<file path="src/flash_ctrl_pkg.sv">
// Constants and types for the flash mode and self-program controller.
// Assumes one 100 MHz clock and all pin inputs synchronous to it.
// Contract
// - Pin a low: normal; a high, b low: program
// - Programming uses only chosen serial channel pins
// - Unused pins keep their reset state
// - Boot swap exchanges blocks 0-15 with 16-31
// - No flash fetch during self-programming
// - NMI vectors to internal RAM start
// - Maskable interrupt vectors to RAM start plus 4
// - Flash rewrite allowed only while pin a high
// - Pin a pulses pick channel: 0, 8, 11
package flash_ctrl_pkg;

    localparam logic [7:0] pulses_clocked = 8'h08;
    localparam logic [7:0] pulses_handshake = 8'h0b;
    localparam logic [4:0] swap_half_bit = 5'h10;
    localparam logic [31:0] ram_vec_nmi_offset = 32'h0000_0000;
    localparam logic [31:0] ram_vec_maskable_offset = 32'h0000_0004;
    localparam int select_window_us = 1000;
    localparam int clk_mhz = 100;
    localparam int select_window_cycles = select_window_us * clk_mhz;

    typedef enum logic [3:0] {
        mode_reset = 4'b0001,
        mode_normal = 4'b0010,
        mode_program = 4'b0100,
        mode_prohibited = 4'b1000
    } op_mode_t;

    typedef enum logic [4:0] {
        chan_none = 5'b00001,
        chan_selecting = 5'b00010,
        chan_async = 5'b00100,
        chan_clocked = 5'b01000,
        chan_clocked_hs = 5'b10000
    } chan_t;

    typedef struct packed {
        logic async_en;
        logic clocked_en;
        logic handshake_en;
        logic reserved_sel;
    } pin_route_t;

endpackage

</file>
<file path="src/pulse_counter.sv">
// Counts rising edges on the first mode pin during a fixed selection window.
// Assumes the pin is synchronous to mclk and the window is started once.
`timescale 1ns/1ps
module pulse_counter #(
    parameter int window_cycles = flash_ctrl_pkg::select_window_cycles
) (
    // Clock and reset
    input wire logic mclk,
    input wire logic rst,
    // Control
    input wire logic start,
    input wire logic pin_level,
    // Result
    output logic done,
    output logic [7:0] count
);
    logic [31:0] timer_q;
    logic running_q;
    logic pin_prev_q;
    logic [7:0] count_q;
    logic done_q;
    wire rise = pin_level & ~pin_prev_q;
    wire expire = running_q && (timer_q == 32'(window_cycles - 1));

    always_ff @(posedge mclk or posedge rst)
    begin
        if (rst)
        begin
            timer_q <= 32'h0;
            running_q <= 1'b0;
            pin_prev_q <= 1'b0;
            count_q <= 8'h0;
            done_q <= 1'b0;
        end
        else
        begin
            pin_prev_q <= pin_level;
            if (start && !running_q && !done_q)
                running_q <= 1'b1;
            if (running_q)
                timer_q <= timer_q + 32'h1;
            // Saturate so a runaway pulse train cannot wrap into a legal count
            if (running_q && rise && count_q != 8'hff)
                count_q <= count_q + 8'h1;
            if (expire)
            begin
                running_q <= 1'b0;
                done_q <= 1'b1;
            end
        end
    end

    assign done = done_q;
    assign count = count_q;
endmodule // pulse_counter

</file>
<file path="src/flash_mode_and_self_program_ctrl.sv">
// Top of the flash mode and self-program controller.
// Assumes rst is driven only by the programmer while in programming mode.
`timescale 1ns/1ps
module flash_mode_and_self_program_ctrl #(
    parameter int select_window = flash_ctrl_pkg::select_window_cycles
) (
    // Clock and reset
    input wire logic mclk,
    input wire logic rst,
    // Mode pins
    input wire logic flash_mode_pin_a,
    input wire logic flash_mode_pin_b,
    input wire logic debug_unit_reset_n,
    // Self-programming control from the core
    input wire logic self_prog_active,
    input wire logic block_half_swap_call,
    input wire logic write_req,
    input wire logic nmi_req,
    input wire logic maskable_req,
    input wire logic [31:0] ram_base,
    input wire logic [31:0] flash_nmi_vec,
    input wire logic [31:0] flash_maskable_vec,
    input wire logic [4:0] logical_block,
    // Serial pins
    input wire logic async_receive_pin,
    input wire logic clocked_data_in_pin,
    input wire logic clocked_serial_clock_pin,
    input wire logic link_tx_data,
    input wire logic link_hs_level,
    output logic async_transmit_pin,
    output logic async_transmit_oe,
    output logic clocked_data_out_pin,
    output logic clocked_data_out_oe,
    output logic programmer_handshake_pin,
    output logic programmer_handshake_oe,
    output logic link_rx_data,
    output logic link_sclk,
    // Status
    output flash_ctrl_pkg::op_mode_t op_mode,
    output flash_ctrl_pkg::chan_t channel,
    output flash_ctrl_pkg::pin_route_t route,
    output logic pins_at_reset_state,
    output logic flash_fetch_block,
    output logic write_allowed,
    output logic swapped,
    output logic [4:0] physical_block,
    output logic vec_valid,
    output logic [31:0] vec_addr
);
    flash_ctrl_pkg::op_mode_t mode_q;
    flash_ctrl_pkg::op_mode_t mode_d;
    flash_ctrl_pkg::chan_t chan_q;
    flash_ctrl_pkg::chan_t chan_d;
    logic swapped_q;
    logic vec_valid_q;
    logic [31:0] vec_q;
    logic [31:0] vec_d;
    logic cnt_done;
    logic [7:0] cnt_val;

    // Mode decode at reset release: pin a low wins regardless of pin b
    wire mode_normal_sel = !flash_mode_pin_a;
    wire mode_program_sel = flash_mode_pin_a && !flash_mode_pin_b;

    always_comb
    begin
        mode_d = mode_q;
        if (mode_q == flash_ctrl_pkg::mode_reset)
        begin
            if (mode_normal_sel)
                mode_d = flash_ctrl_pkg::mode_normal;
            else if (mode_program_sel)
                mode_d = flash_ctrl_pkg::mode_program;
            else
                mode_d = flash_ctrl_pkg::mode_prohibited;
        end
    end

    wire in_prog = (mode_q == flash_ctrl_pkg::mode_program);

    pulse_counter #(
        .window_cycles(select_window)
    ) u_count (
        .mclk(mclk),
        .rst(rst),
        .start(in_prog),
        .pin_level(flash_mode_pin_a),
        .done(cnt_done),
        .count(cnt_val)
    );

    always_comb
    begin
        chan_d = chan_q;
        case (chan_q)
            // A finished window never reopens selection, so a reserved count stays parked
            flash_ctrl_pkg::chan_none:
                if (in_prog && !cnt_done)
                    chan_d = flash_ctrl_pkg::chan_selecting;
            flash_ctrl_pkg::chan_selecting:
                if (cnt_done)
                begin
                    if (cnt_val == 8'h00)
                        chan_d = flash_ctrl_pkg::chan_async;
                    else if (cnt_val == flash_ctrl_pkg::pulses_clocked)
                        chan_d = flash_ctrl_pkg::chan_clocked;
                    else if (cnt_val == flash_ctrl_pkg::pulses_handshake)
                        chan_d = flash_ctrl_pkg::chan_clocked_hs;
                    else
                        chan_d = flash_ctrl_pkg::chan_none;
                end
            default:
                chan_d = chan_q;
        endcase
    end

    // Reserved count parks the link; a fresh reset is needed to retry
    wire reserved_pick = in_prog && cnt_done && (chan_q == flash_ctrl_pkg::chan_none);

    // Serial routing: only the chosen channel's pins come alive
    wire use_async = (chan_q == flash_ctrl_pkg::chan_async);
    wire use_clk = (chan_q == flash_ctrl_pkg::chan_clocked) ||
        (chan_q == flash_ctrl_pkg::chan_clocked_hs);
    wire use_hs = (chan_q == flash_ctrl_pkg::chan_clocked_hs);

    // Self-programming gates; debug reset high would corrupt a write, so refuse it
    wire sp = self_prog_active && (mode_q == flash_ctrl_pkg::mode_normal);
    wire wr_ok = sp && flash_mode_pin_a && !debug_unit_reset_n;

    // Five block bits span exactly both halves, so a swap remaps every block

    always_comb
    begin
        vec_d = 32'h0;
        if (nmi_req)
            vec_d = sp ? ram_base + flash_ctrl_pkg::ram_vec_nmi_offset : flash_nmi_vec;
        else if (maskable_req)
            vec_d = sp ? ram_base + flash_ctrl_pkg::ram_vec_maskable_offset
                : flash_maskable_vec;
    end

    always_ff @(posedge mclk or posedge rst)
    begin
        if (rst)
        begin
            mode_q <= flash_ctrl_pkg::mode_reset;
            chan_q <= flash_ctrl_pkg::chan_none;
            swapped_q <= 1'b0;
            vec_valid_q <= 1'b0;
            vec_q <= 32'h0;
        end
        else
        begin
            mode_q <= mode_d;
            chan_q <= chan_d;
            if (sp && block_half_swap_call && wr_ok)
                swapped_q <= ~swapped_q;
            vec_valid_q <= nmi_req || maskable_req;
            vec_q <= vec_d;
        end
    end

    assign op_mode = mode_q;
    assign channel = chan_q;
    assign route = '{async_en: use_async, clocked_en: use_clk,
        handshake_en: use_hs, reserved_sel: reserved_pick};
    // Every pin outside the chosen channel stays undriven as after reset
    assign pins_at_reset_state = in_prog;
    assign async_transmit_pin = use_async ? link_tx_data : 1'b0;
    assign async_transmit_oe = use_async;
    assign clocked_data_out_pin = use_clk ? link_tx_data : 1'b0;
    assign clocked_data_out_oe = use_clk;
    assign programmer_handshake_pin = use_hs ? link_hs_level : 1'b0;
    assign programmer_handshake_oe = use_hs;
    assign link_rx_data = use_async ? async_receive_pin :
        (use_clk ? clocked_data_in_pin : 1'b1);
    assign link_sclk = use_clk ? clocked_serial_clock_pin : 1'b0;
    assign flash_fetch_block = sp;
    assign write_allowed = wr_ok && write_req;
    assign swapped = swapped_q;
    assign physical_block = swapped_q ?
        (logical_block ^ flash_ctrl_pkg::swap_half_bit) : logical_block;
    assign vec_valid = vec_valid_q;
    assign vec_addr = vec_q;

    chk_mode_latch_hold: assert property (@(posedge mclk) disable iff (rst)
        (mode_q != flash_ctrl_pkg::mode_reset) |=> $stable(mode_q))
        else $error("mode changed after latch");
    chk_mode_normal_sel: assert property (@(posedge mclk) disable iff (rst)
        (mode_q == flash_ctrl_pkg::mode_reset && !flash_mode_pin_a)
        |=> mode_q == flash_ctrl_pkg::mode_normal)
        else $error("pin a low did not give normal");
    chk_mode_prog_sel: assert property (@(posedge mclk) disable iff (rst)
        (mode_q == flash_ctrl_pkg::mode_reset && flash_mode_pin_a && !flash_mode_pin_b)
        |=> mode_q == flash_ctrl_pkg::mode_program)
        else $error("programming mode not entered");
    chk_channel_pins: assert property (@(posedge mclk) disable iff (rst)
        !(async_transmit_oe && clocked_data_out_oe))
        else $error("two channels driven");
    chk_unused_quiet: assert property (@(posedge mclk) disable iff (rst)
        (chan_q == flash_ctrl_pkg::chan_async) |-> !programmer_handshake_oe
        && !clocked_data_out_oe)
        else $error("unused pin driven");
    chk_chan_eight: assert property (@(posedge mclk) disable iff (rst)
        (chan_q == flash_ctrl_pkg::chan_selecting && cnt_done && cnt_val == 8'h08)
        |=> chan_q == flash_ctrl_pkg::chan_clocked)
        else $error("eight pulses not clocked channel");
    chk_write_gate: assert property (@(posedge mclk) disable iff (rst)
        write_allowed |-> flash_mode_pin_a && self_prog_active)
        else $error("write without pin a high");
    chk_nmi_vector: assert property (@(posedge mclk) disable iff (rst)
        (nmi_req && sp) |=> vec_valid && vec_addr == $past(ram_base))
        else $error("nmi not to ram start");
    chk_mask_vector: assert property (@(posedge mclk) disable iff (rst)
        (maskable_req && !nmi_req && sp) |=> vec_addr == $past(ram_base) + 32'h4)
        else $error("maskable not to ram plus 4");
    chk_swap_map: assert property (@(posedge mclk) disable iff (rst)
        (swapped_q && logical_block < 5'h10) |-> physical_block == logical_block + 5'h10)
        else $error("swap mapping wrong");
    chk_fetch_block: assert property (@(posedge mclk) disable iff (rst)
        sp |-> flash_fetch_block)
        else $error("flash fetch during self-program");
    chk_reserved_park: assert property (@(posedge mclk) disable iff (rst)
        (in_prog && cnt_done && chan_q == flash_ctrl_pkg::chan_none)
        |=> chan_q == flash_ctrl_pkg::chan_none)
        else $error("reserved count left parked state");
    chk_swap_refused: assert property (@(posedge mclk) disable iff (rst)
        (block_half_swap_call && !wr_ok) |=> $stable(swapped_q))
        else $error("swap taken while writes refused");
endmodule // flash_mode_and_self_program_ctrl

</file>
<file path="config.mk">
export PLATFORM = sky130hd
export DESIGN_NAME = flash_mode_and_self_program_ctrl
export DESIGN_NICKNAME = d
export VERILOG_FILES = /design/src/flash_ctrl_pkg.sv /design/src/pulse_counter.sv /design/src/flash_mode_and_self_program_ctrl.sv
export SDC_FILE = /design/constraint.sdc
export NUM_CORES = 1
export LEC_CHECK = 0
export BUFFER_PORTS_ARGS = -buffer_cell sky130_fd_sc_hd__buf_2
export CAP_MARGIN = 40
export CORE_MARGIN = 2
export CORE_UTILIZATION = 50
export DETAILED_ROUTE_END_ITERATION = 10
export GPL_TIMING_DRIVEN = 0
export PLACE_DENSITY_LB_ADDON = 0.08
export SYNTH_ARGS = -nofsm -noshare
export SYNTH_HDL_FRONTEND = slang
export SYNTH_SLANG_ARGS = --single-unit
</file>
<file path="constraint.sdc">
create_clock -name mclk -period 4.1 [get_ports mclk]
set_input_delay 0.82 -clock mclk [delete_from_list [all_inputs] [get_ports mclk]]
set_output_delay 0.82 -clock mclk [all_outputs]
set_load 0.02 [all_outputs]
</file>
==> out/metrics.csv <==
stage,metric,value,unit
outcome,status,"finished, final reports clean",
drt,final routed wire length divided by cell count,16.9,um
timing,RSZ-0062 raised after global routing,no,
cells_and_area,non-filler instance count after layout,819,
timing,final hold violation count,0,
worst_setup_path,"setup slack, reg-to-reg",1790,ps
cells_and_area,final antenna diode count,0,
yosys,count of flip-flops with a built-in enable after synthesis,0,
placement,I/O Buffers,174,
worst_setup_path,reg-to-reg startpoint,op_mode[0],
yosys,Synth Flop Type,dfrtp_1,
worst_setup_path,kind of critical path,flop to output pin,
worst_hold_path,Min-Delay Path Depth,1,
timing,Fin Setup TNS,0,ps
drt,via/cell ratio,5.68,
global_routing,via count of the first global-routing pass,4536,
die,Initial Utilization,51.9,%
die,Rows,35,
worst_setup_path,crit-path max FO,10,
cells_and_area,share of cells above drive strength 1,32.9,%
flow_run,max-capacitance violation count,0,
yosys,cell with the most instances after synthesis,dfrtp_1,
yosys,parity-gate share of the synthesized area counting xor and xnor cells,9.64,%
yosys,syn_nets,619,
power_and_ir_drop,total power density per cell area,296,mW/mm^2
clocking,number of setup buffers added after CTS,0,
clocking,Clock Sink Count,86,
drt,"wirelength, routed",13.8,mm
yosys,sequential fraction of the synthesis area,44.8,%
global_routing,wire length of the first global-routing pass,21.8,mm
die,Std-Cell Core Area,0.00928,mm^2
worst_setup_path,origin of the worst setup path,op_mode[0],
global_routing,"Remaining Overflow, GRT",0,
worst_setup_path,CP most frequent cell,buf_1,
worst_setup_path,arrival time at the worst endpoint,2520,ps
yosys,cell types with the highest counts after synthesis,"84 x dfrtp_1, 40 x nand2_1, 37 x nor2_1, 33 x xnor2_1, 23 x o21ai_0",
timing,Max Transition Viols Final,0,
worst_setup_path,worst path cell trace,"nor2b_1, nand3_1, buf_1, buf_1, nor4b_1, buf_2",
yosys,proportion of synthesized area in mux cells,2.65,%
drt,count of nets left with antenna violations after detail routing,0,
clocking,number of hold buffers added after cts,0,
yosys,instance count of the mapped netlist,499,
timing,final critical path time including I/O delays and setup,3340,ps
placement,half-perimeter wire length of the detailed placement result,10.4,mm
timing,relative slew slack,55.8,%
yosys,"Avg Cell Area, Syn",9.65,um^2
yosys,synthesized-area fraction occupied by adder cells,1.04,%
clocking,insertion delay of the later-clocked pin in the worst-skew pair,350,ps
yosys,ranking of synthesized cells by area,"dfrtp_1 44%, xnor2_1 6.0%, xor2_1 3.6%, nand2_1 3.1%, nor2_1 2.9%",
power_and_ir_drop,LEAKAGE,2.97,nW
yosys,post-synthesis instance area,0.00481,mm^2
worst_setup_path,Worst setup EP type,output pin,
worst_hold_path,hold-critical path endpoint,u_count.timer_q[31],
timing,largest clock skew in the final design,13.0,ps
worst_setup_path,cells on worst reg2reg path,6,
timing,Setup Viol. Count Final,0,
worst_setup_path,data required time at the worst endpoint,3280,ps
yosys,synthesized-area fraction occupied by and/or/nand/nor cells,23.2,%
yosys,synth unique cells,59,
worst_setup_path,kind of start point of the critical path,flop,
cells_and_area,Final nets,805,
worst_setup_path,slowest cell on the critical path,dfstp_2,
cells_and_area,"Area growth, synth to finish",26.7,%
worst_hold_path,Min-Delay Startpoint,u_count.timer_q[31],
die,die outline area,0.0104,mm^2
die,horizontal extent of the die,102,um
worst_setup_path,critical register-to-register path endpoint,vec_addr[0],
worst_hold_path,class of the tightest hold or removal check,flop to flop,
timing,Max Clk Rate,300,MHz
clocking,clk buf depth,2,
clocking,clock tree from TritonCTS,yes,
yosys,combinational family with the most area after synthesis,simple AND/OR/NAND/NOR gates,
clocking,CTS root buffer,clkbuf_8,
global_routing,combined global-route utilization of all metal layers,26.8,%
yosys,cell taking the most area after synthesis,dfrtp_1,
clocking,H-tree level count,3,
yosys,area fraction in compound gates after synthesis,14.5,%
drt,via total after detailed routing,4656,
yosys,fraction of registers with async set/reset,100,%
clocking,TritonCTS Buffers,9,
worst_setup_path,crit-path max cell delay,600,ps
yosys,synthesis-stage register bit count,86,
worst_setup_path,Crit path buffers/inverters,3,
die,I/O pin cnt,179,
global_routing,number of antenna violations at the first check in global routing,0,
yosys,share of the synthesized area in the top cell type,43.7,%
worst_setup_path,"delay-heaviest family, CP",buffers and inverters,
clocking,post_cts resized,0,
power_and_ir_drop,maximum resistive drop on vdd,0.170,mV
placement,weighted congestion at the end of routability-driven global placement,0.932,
drt,first-iteration detailed-routing DRC count,174,
timing,"Period Utilization, post-route",81.4,%
timing,Worst Tran Pin Value,659,ps
global_routing,pin count of the biggest net entering global routing,48,
yosys,Yosys warnings,0,
clocking,Clock Pin Slew Worst Setup and Hold Paths,90,ps
placement,number of instances in the placed design,803,
die,vertical extent of the die,102,um
drt,residual DRC count,0,
drt,TritonRoute pass-1 iters,7,
cells by family (layout without fill, tap and decap cells):
family	Yosys count	after routing
AOI/OAI and AO/OA	102	102
xor gates and xnor gates	53	53
adders and majority gates	4	4
buffers and inverters	45	236
DFF	86	86
muxes	12	12
and+or+nand+nor	197	197
power breakdown:
part	switching, mW	leakage (nW)	internal (mW)
Combinational	0.152	1.73	0.0995
Sequential	0.00749	1.13	0.873
Clock	0.312	0.113	0.362
placed cells by master, fill, tap and decap left out, drive strengths merged, types with 3 or more instances in the layout:
cell / instances
nand3: 20
and4: 8
a311oi: 4
o311ai: 3
dfrtp: 84
nor2: 37
a21o: 5
buf: 192
o22ai: 4
ha: 4
nor3: 20
nand4: 19
clkinv: 3
or4: 6
nor2b: 3
a21oi: 16
xor2: 20
o21ai: 23
inv: 15
mux2: 6
xnor2: 33
or3: 5
and3: 11
mux2i: 6
o21a: 3
nand2: 40
nor4: 9
clkbuf: 24
a221oi: 11
nor4b: 5
and2: 6
a22oi: 6
a211oi: 11
flip-flops by register name (all words and copies together) (netlist names), 4 cells and up:
name             cells
vec_addr            32
op_mode              4
u_count.timer_q     32
channel              5
u_count.count        8
metrics by stage:
step                instance area (um^2)  total power, mW  setup slack (ps)  hold slack, ps  util, %
floorplan                           4810             1.02              1060             438        -
finish                              6100             1.81               762             488     65.7
global placement                    5850             1.14              96.1             454     63.0
global route                        6100             1.88               650             498     65.7
detailed placement                  5880             1.15               913             474     63.3
CTS                                 6100             1.82               793             488     65.7
routing by layer:
metal | wire length [um] | track usage [%]
met5 | 0 | 0
met4 | 282 | 9.44
met3 | 1190 | 6.29
met2 | 6830 | 45.6
met1 | 5540 | 33.6
worst max path at each step:
stage                     depth (start not counted)       endpoint  slack [ps]
final                                             6  write_allowed         760
after floorplan                                   1     channel[1]        1060
after global routing                              6  write_allowed         650
after CTS                                         6  write_allowed         790
after detailed placement                          6  write_allowed         910
after global placement                            2   vec_addr[22]         100
final cells by class:
cell class / instances / area [um^2]
Clock buffer: 11 / 141
Multi-Input combinational cell: 368 / 2460
Buffer: 30 / 148
Inverter: 15 / 58.8
Sequential cell: 86 / 2150
Clock inverter: 5 / 82.6
Tap cell: 129 / 161
Timing Repair Buffer: 175 / 898
Fill cell: 808 / 3180
No activity file was read; power rests on OpenSTA's default activity.
